### config.mk
export PLATFORM = sky130hd
export DESIGN_NAME = snbpc_pin_ctrl
export DESIGN_NICKNAME = d
export VERILOG_FILES = /design/src/snbpc_act_ind.v /design/src/snbpc_pin_ctrl.v
export VERILOG_INCLUDE_DIRS = /design/src
export SDC_FILE = /design/constraint.sdc
export NUM_CORES = 1
export LEC_CHECK = 0
export BUFFER_PORTS_ARGS = -buffer_cell sky130_fd_sc_hd__buf_2
export CAP_MARGIN = 20
export CORE_MARGIN = 4
export CORE_UTILIZATION = 24
export DETAILED_ROUTE_END_ITERATION = 12
export SLEW_MARGIN = 25
export SYNTH_ARGS = -nofsm -noshare
export SYNTH_HDL_FRONTEND = slang
export SYNTH_SLANG_ARGS = --single-unit
### constraint.sdc
create_clock -name clk_sys -period 10.9 [get_ports clk_sys]
set_clock_uncertainty 0.1 [all_clocks]
set_input_delay 1.09 -clock clk_sys [delete_from_list [all_inputs] [get_ports clk_sys]]
set_output_delay 1.09 -clock clk_sys [all_outputs]
set_load 0.05 [all_outputs]
### src/snbpc_defines.vh
`ifndef SNBPC_DEFINES_VH
`define SNBPC_DEFINES_VH
// ----------------------------------------
// clock and timing
// ----------------------------------------
`define SNBPC_CLK_HZ 200000000
`define SNBPC_RUN_HZ 5
`define SNBPC_RUN_HALF_CYC (`SNBPC_CLK_HZ / (2 * `SNBPC_RUN_HZ))
`define SNBPC_ACT_PERIOD_MS 60
`define SNBPC_ACT_LOW_MS 10
`define SNBPC_ACT_PERIOD_CYC ((`SNBPC_CLK_HZ / 1000) * `SNBPC_ACT_PERIOD_MS)
`define SNBPC_ACT_LOW_CYC ((`SNBPC_CLK_HZ / 1000) * `SNBPC_ACT_LOW_MS)
`define SNBPC_RESTORE_S 5
`define SNBPC_RESTORE_CYC (`SNBPC_CLK_HZ * `SNBPC_RESTORE_S)
`define SNBPC_INIT_CYC 1000
// ----------------------------------------
// factory defaults, mode codes and client limit
// ----------------------------------------
`define SNBPC_DEF_LOCAL_PORT 16'h22B7
`define SNBPC_DEF_WEB_PORT 16'h0050
`define SNBPC_DEF_BAUD 24'h01C200
`define SNBPC_DEF_DATA_BITS 4'h8
`define SNBPC_DEF_STOP_BITS 2'h1
`define SNBPC_PARITY_NONE 3'h0
`define SNBPC_MODE_TCP_SERVER 2'h0
`define SNBPC_MODE_TCP_CLIENT 2'h1
`define SNBPC_MODE_UDP_SERVER 2'h2
`define SNBPC_MODE_UDP_CLIENT 2'h3
`define SNBPC_DEF_DNS 32'h72727272
`define SNBPC_MAX_CLIENTS 3'h6
`endif

### src/snbpc_act_ind.v
`timescale 1ns/1ps
`include "snbpc_defines.vh"
module snbpc_act_ind #(
    parameter [31:0] PERIOD_CYC = `SNBPC_ACT_PERIOD_CYC,
    parameter [31:0] LOW_CYC = `SNBPC_ACT_LOW_CYC
) (
    input wire clk_sys,
    input wire rst,
    input wire activity,
    output reg indicator_n
);
    // ----------------------------------------
    // period counter, restarts only at period end
    // ----------------------------------------
    reg busy_r;
    reg [31:0] cnt_r;
    always @(posedge clk_sys or posedge rst) begin
        if (rst) begin
            busy_r <= 1'b0;
            cnt_r <= 32'h00000000;
            indicator_n <= 1'b1;
        end else begin
            if (!busy_r) begin
                cnt_r <= 32'h00000000;
                indicator_n <= 1'b1;
                if (activity) begin
                    busy_r <= 1'b1;
                    indicator_n <= 1'b0;
                end
            end else if (cnt_r == PERIOD_CYC - 32'h00000001) begin
                // back-to-back period if data still flowing, else rest high
                cnt_r <= 32'h00000000;
                busy_r <= activity;
                indicator_n <= ~activity;
            end else begin
                cnt_r <= cnt_r + 32'h00000001;
                indicator_n <= (cnt_r + 32'h00000001 >= LOW_CYC);
            end
        end
    end
endmodule

### src/snbpc_pin_ctrl.v
`timescale 1ns/1ps
`include "snbpc_defines.vh"
module snbpc_pin_ctrl #(
    parameter [31:0] RESTORE_CYC = `SNBPC_RESTORE_CYC,
    parameter [31:0] ACT_PERIOD_CYC = `SNBPC_ACT_PERIOD_CYC,
    parameter [31:0] ACT_LOW_CYC = `SNBPC_ACT_LOW_CYC,
    parameter [31:0] RUN_HALF_CYC = `SNBPC_RUN_HALF_CYC,
    parameter [31:0] INIT_CYC = `SNBPC_INIT_CYC
) (
    input wire clk_sys,
    input wire rst,
    input wire ext_reset_n,
    input wire factory_restore_n,
    input wire main_serial_tx_busy,
    input wire main_serial_in,
    input wire tcp_connected,
    input wire [2:0] client_count,
    input wire client_connect_req,
    input wire serial_block_valid,
    input wire [15:0] listen_port_match,
    input wire dhcp_enable,
    input wire [31:0] dhcp_dns,
    input wire cfg_we,
    input wire [1:0] cfg_mode,
    input wire [15:0] cfg_local_port,
    input wire [15:0] cfg_web_port,
    input wire [23:0] cfg_baud,
    input wire [31:0] cfg_dns,
    input wire cfg_register_pkt,
    input wire upgrade_select,
    output reg rs485_drive_en,
    output reg network_link_indicator,
    output reg run_indicator,
    output wire send_activity_indicator,
    output wire receive_activity_indicator,
    output reg soft_restart,
    output reg factory_restored,
    output reg [1:0] net_mode,
    output reg [15:0] local_port,
    output reg [15:0] web_port,
    output reg [23:0] serial_baud,
    output reg [3:0] serial_data_bits,
    output reg [2:0] serial_parity,
    output reg [1:0] serial_stop_bits,
    output reg register_pkt_en,
    output reg [31:0] dns_server,
    output reg dns_read_only,
    output reg accept_client,
    output reg [5:0] client_forward_mask,
    output reg main_port_upgrade,
    output reg debug_port_only
);
    // ----------------------------------------
    // pin synchronisers
    // ----------------------------------------
    reg [1:0] rst_sync_r;
    reg [1:0] fr_sync_r;
    reg [1:0] rx_sync_r;
    always @(posedge clk_sys or posedge rst) begin
        if (rst) begin
            rst_sync_r <= 2'h3;
            fr_sync_r <= 2'h3;
            rx_sync_r <= 2'h3;
        end else begin
            rst_sync_r <= {rst_sync_r[0], ext_reset_n};
            fr_sync_r <= {fr_sync_r[0], factory_restore_n};
            rx_sync_r <= {rx_sync_r[0], main_serial_in};
        end
    end
    wire ext_rst_low = ~rst_sync_r[1];
    wire fr_low = ~fr_sync_r[1];
    // ----------------------------------------
    // reset hold timer
    // ----------------------------------------
    // restore fires once per press; restart follows release so the hold is measurable
    reg [31:0] hold_cnt_r;
    reg restore_armed_r;
    reg ext_rst_prev_r;
    always @(posedge clk_sys or posedge rst) begin
        if (rst) begin
            hold_cnt_r <= 32'h00000000;
            restore_armed_r <= 1'b0;
            ext_rst_prev_r <= 1'b0;
            soft_restart <= 1'b0;
        end else begin
            ext_rst_prev_r <= ext_rst_low;
            soft_restart <= ext_rst_prev_r & ~ext_rst_low;
            if (ext_rst_low) begin
                if (hold_cnt_r != RESTORE_CYC) begin
                    hold_cnt_r <= hold_cnt_r + 32'h00000001;
                end
            end else begin
                hold_cnt_r <= 32'h00000000;
            end
            restore_armed_r <= ext_rst_low && (hold_cnt_r == RESTORE_CYC - 32'h00000001);
        end
    end
    wire do_restore = restore_armed_r | (fr_low & ~ext_rst_low);
    // ----------------------------------------
    // configuration store
    // ----------------------------------------
    always @(posedge clk_sys or posedge rst) begin
        if (rst) begin
            net_mode <= `SNBPC_MODE_TCP_SERVER;
            local_port <= `SNBPC_DEF_LOCAL_PORT;
            web_port <= `SNBPC_DEF_WEB_PORT;
            serial_baud <= `SNBPC_DEF_BAUD;
            serial_data_bits <= `SNBPC_DEF_DATA_BITS;
            serial_parity <= `SNBPC_PARITY_NONE;
            serial_stop_bits <= `SNBPC_DEF_STOP_BITS;
            register_pkt_en <= 1'b0;
            dns_server <= `SNBPC_DEF_DNS;
            factory_restored <= 1'b0;
        end else begin
            factory_restored <= do_restore;
            if (do_restore) begin
                net_mode <= `SNBPC_MODE_TCP_SERVER;
                local_port <= `SNBPC_DEF_LOCAL_PORT;
                web_port <= `SNBPC_DEF_WEB_PORT;
                serial_baud <= `SNBPC_DEF_BAUD;
                serial_data_bits <= `SNBPC_DEF_DATA_BITS;
                serial_parity <= `SNBPC_PARITY_NONE;
                serial_stop_bits <= `SNBPC_DEF_STOP_BITS;
                register_pkt_en <= 1'b0;
                dns_server <= `SNBPC_DEF_DNS;
            end else begin
                if (cfg_we) begin
                    net_mode <= cfg_mode;
                    local_port <= cfg_local_port;
                    web_port <= cfg_web_port;
                    serial_baud <= cfg_baud;
                    register_pkt_en <= cfg_register_pkt;
                end
                if (dhcp_enable) begin
                    dns_server <= dhcp_dns;
                end else if (cfg_we) begin
                    dns_server <= cfg_dns;
                end
            end
        end
    end
    // ----------------------------------------
    // init and run indicator
    // ----------------------------------------
    reg [31:0] init_cnt_r;
    reg init_done_r;
    reg [31:0] run_cnt_r;
    always @(posedge clk_sys or posedge rst) begin
        if (rst) begin
            init_cnt_r <= 32'h00000000;
            init_done_r <= 1'b0;
            run_cnt_r <= 32'h00000000;
            run_indicator <= 1'b1;
        end else begin
            if (!init_done_r) begin
                init_cnt_r <= init_cnt_r + 32'h00000001;
                init_done_r <= (init_cnt_r == INIT_CYC - 32'h00000001);
            end else if (run_cnt_r == RUN_HALF_CYC - 32'h00000001) begin
                run_cnt_r <= 32'h00000000;
                run_indicator <= ~run_indicator;
            end else begin
                run_cnt_r <= run_cnt_r + 32'h00000001;
            end
        end
    end
    // ----------------------------------------
    // link, driver enable, server fan-out
    // ----------------------------------------
    wire udp_mode = net_mode[1];
    wire server_mode = (net_mode == `SNBPC_MODE_TCP_SERVER);
    wire [2:0] max_clients = `SNBPC_MAX_CLIENTS;
    // ----------------------------------------
    // per-client forward enables
    // ----------------------------------------
    // slots fill from zero, so slot i is live while i is below the count
    wire [2:0] live_clients = (client_count > max_clients) ? max_clients : client_count;
    wire block_fwd = server_mode & serial_block_valid;
    wire [5:0] client_forward_mask_nxt;
    genvar gi;
    generate
        for (gi = 0; gi < `SNBPC_MAX_CLIENTS; gi = gi + 1) begin : g_client
            assign client_forward_mask_nxt[gi] = block_fwd & (live_clients > gi);
        end
    endgenerate
    always @(posedge clk_sys or posedge rst) begin
        if (rst) begin
            rs485_drive_en <= 1'b0;
            network_link_indicator <= 1'b1;
            accept_client <= 1'b0;
            client_forward_mask <= 6'h00;
            main_port_upgrade <= 1'b0;
            debug_port_only <= 1'b1;
            dns_read_only <= 1'b0;
        end else begin
            rs485_drive_en <= main_serial_tx_busy;
            if (udp_mode) begin
                network_link_indicator <= 1'b0;
            end else begin
                network_link_indicator <= ~tcp_connected;
            end
            accept_client <= server_mode && client_connect_req && (listen_port_match == local_port)
                && (client_count < max_clients);
            client_forward_mask <= client_forward_mask_nxt;
            // dhcp owns the address, so the page must not offer it for edit
            dns_read_only <= dhcp_enable;
            main_port_upgrade <= upgrade_select;
            debug_port_only <= 1'b1;
        end
    end
    // ----------------------------------------
    // activity indicators
    // ----------------------------------------
    wire rx_active = ~rx_sync_r[1];
    snbpc_act_ind #(
        .PERIOD_CYC(ACT_PERIOD_CYC),
        .LOW_CYC(ACT_LOW_CYC)
    ) u_send_ind (
        .clk_sys(clk_sys),
        .rst(rst),
        .activity(main_serial_tx_busy),
        .indicator_n(send_activity_indicator)
    );
    snbpc_act_ind #(
        .PERIOD_CYC(ACT_PERIOD_CYC),
        .LOW_CYC(ACT_LOW_CYC)
    ) u_recv_ind (
        .clk_sys(clk_sys),
        .rst(rst),
        .activity(rx_active),
        .indicator_n(receive_activity_indicator)
    );
endmodule

==> reports/summary.txt <==
Max-cap violation count - 0
DRC - 0
H-Tree Depth - 2
Port-buffer cells - 260
Most frequent cells in the layout - buf_2, dfrtp_1, nor2_1
Layout fillers - 5716
Slew Limit Headroom - 0.3310
Post_cts resized - 0
Final instance area - 0.01680 sq mm
EDFF count, synth - 0
Die area - 0.06015 sq mm
Worst Path Required - 11240 ps
Total iterations of the first detailed-routing run - 5
Worst-path clk slew - 60 ps
GP Congestion - 0.8035
Final wirelength - 32630 microns
Setup CP Type - flop to flop
Pwr per Cell Area - 153.9 mW/mm^2
TritonCTS clock tree - built
Mean Syn Cell Area - 10.13 sq um
CTS buffer count - 35
Row count - 86
DRT iter0 DRCs - 491
Utilization after layout - 0.3032
Yosys reg bits - 278
Number of setup buffers added after CTS - 0
Multi-input logic area - 0.006208 sq mm
Layout area overhead - 24.36%
Worst setup path start - u_send_ind.cnt_r[2]
Largest net degree at the start of global routing - 151
Drt wl/cell - 13.86 microns
Clock Path Buffers - 3
CP endpoint - u_send_ind.indicator_n
Max Freq - 335.7 MHz
Clock Latency Late Sink - 530 ps
Grt ovf - 0
CP startpoint kind - flop
Critical Path AT - 3320 ps
Height of the die - 245.3 microns
Yosys Warn Count - 0
Worst reg2reg path depth - 7
Reg area - 0.007007 sq mm
NumNets Final - 1741
Vias post-DR - 10390
HPWL after DPL - 23050 microns
Syn Inst Count - 1333
Core area - 0.05542 sq mm
Place WS - 7699 ps
Worst r2r src - u_send_ind.cnt_r[2]
CTS root buffer - clkbuf_16
Share of cells above drive strength 1 - 0.2533
Peak VDD IR - 87.67 uV
Final hold vios - 0
Initial antenna violation count - 0
# clock sinks - 278
CP max FO - 12
Final worst path period share - 0.2733
Top_reg_cell synth - dfrtp_1
Setup TNS Final - 0 ps
Outcome - complete, no violations
Worst setup EP type - flop
Antenna diode instance count - 0
Count of cell types in the netlist - 66
DP Area - 0.01559 sq mm
Post-Layout Cell Count - 2355
WHS Path Cells - 0
Hold_buf cts - 0
Die Width - 245.3 microns
Initial core utilization - 0.2438
Pleak - 7.716 nW
Worst r2r dst - u_send_ind.indicator_n
IO Count - 271
RSZ-0062 raised after global routing - false
Vias in the first global route - 10350
First-pass GRT wire length - 52680 microns
Post-synth ARST share - 1.000
Pins Over Slew Limit - 0
CP peak stage delay - 960 ps
Synth Cell Area - 0.01351 sq mm
CP max stage cell - nor4_1
Cells along the critical path - nand3_1, nor4_1, a211oi_1, a311oi_1, o31ai_1, a31o_2, a32oi_1
Post-route worst setup slack - 7921 ps
Via/cell ratio - 4.412
Sequential area share after synthesis - 0.5187
Placed insts - 2291
Reg2Reg Setup Slack - 7920 ps
Gr usage total - 0.1045
Worst slew pin tran - 994.3 ps
Hold/Removal Path Class - flop to flop
Crit path time final - 2979 ps
Remaining antenna violation count after routing - 0
Final setup violation count - 0
Most common cell after layout, fill and taps aside - buf_2
==> cells in the mapped netlist (all sizes together), types with 2 or more instances <==
cell	n	area, sq um
inv	20	75.07
nand3b	2	15.01
a31oi	4	25.02
a211oi	3	22.52
nor4b	14	137.6
a21boi	3	22.52
or2	4	25.03
xnor2	91	797.0
nor2	229	859.6
nand4	37	231.5
dfrtp	238	5956
a32oi	2	17.52
dfstp	40	1051
and2	17	107.6
clkbuf	44	166.4
o22ai	2	12.51
or3b	2	17.52
a21oi	36	180.2
nor4	28	200.2
nand2b	6	37.54
o21ai	11	55.05
conb	2	7.510
buf	19	113.9
or3	14	88.84
and3	30	187.7
nand3	72	360.4
o21a	3	22.52
and4	8	72.57
mux2i	95	950.9
xor2	72	630.6
o2bb2ai	2	17.52
nand2	110	422.9
ha	6	75.07
nor2b	5	31.28
or4	5	37.54
mux2	18	202.7
nor3	21	116.4
o31ai	4	30.03
==> kinds of logic (layout without fill, tap and decap cells) <==
group,after synthesis,count (layout),share of synthesized area
other cells,2,10,0.0005559
flops,278,278,0.5187
simple gates,609,609,0.2219
fa+ha+maj,6,6,0.005557
compound gates,79,79,0.03594
buf+inv,83,349,0.02630
mux,113,113,0.08539
xor+xnor,163,163,0.1057
==> cell type report <==
class                      instances  area share
sequential                       278      0.4171
multi-input combinational        980      0.3696
timing repair buffer             266     0.08222
clock buffer                      41     0.05593
tap                              748     0.05571
clock inverter                    22     0.01445
inverter                          20    0.005064
==> stage by stage <==
stage | hold slack, ps | total power, mW
6_report | 257.9 | 2.586
5_1_grt | 260.2 | 2.710
4_1_cts | 261.0 | 2.643
3_5_place_dp | 247.9 | 1.434
3_3_place_gp | 250.3 | 1.429
2_1_floorplan | 245.2 | 1.340
==> critical path: cells and delay by family, from the launching register on <==
family / cells / cell delay [ps]
flip-flops: 1 / 400
AO/OA/AOI/OAI: 5 / 1090
AND/OR/NAND/NOR: 2 / 1310
==> worst min-delay path by stage <==
| stage | slack (ps) | start | endpoint |
|---|---|---|---|
| floorplan | 250 | fr_sync_r[0] | fr_sync_r[1] |
| global placement | 250 | rx_sync_r[0] | rx_sync_r[1] |
| detailed placement | 250 | fr_sync_r[0] | fr_sync_r[1] |
| CTS | 260 | rx_sync_r[0] | rx_sync_r[1] |
| global route | 260 | rx_sync_r[0] | rx_sync_r[1] |
| finish | 260 | fr_sync_r[0] | fr_sync_r[1] |
==> flip-flops by register name (all words and copies together) (netlist names), 2 cells and up <==
name and count:
dns_server 32, hold_cnt_r 32, init_cnt_r 32, run_cnt_r 32, u_recv_ind.cnt_r 32, u_send_ind.cnt_r 32
serial_baud 24, local_port 16, web_port 16, client_forward_mask 6, fr_sync_r 2, net_mode 2
rst_sync_r 2, rx_sync_r 2
==> where the power goes <==
group / switching, mW / internal, mW
Sequential: 0.0262 / 1.08
Combinational: 0.223 / 0.0851
Clock: 0.456 / 0.717
==> layer usage <==
| layer | share of wire | up-vias | GRT usage |
|---|---|---|---|
| li1 | - | 5046 | - |
| met1 | 0.43 | 4996 | 0.1310 |
| met2 | 0.47 | 281 | 0.1737 |
| met3 | 0.063 | 67 | 0.02272 |
| met4 | 0.035 | 0 | 0.04497 |
| met5 | 0 | - | 0 |
No activity file was read; power rests on OpenSTA's default activity.
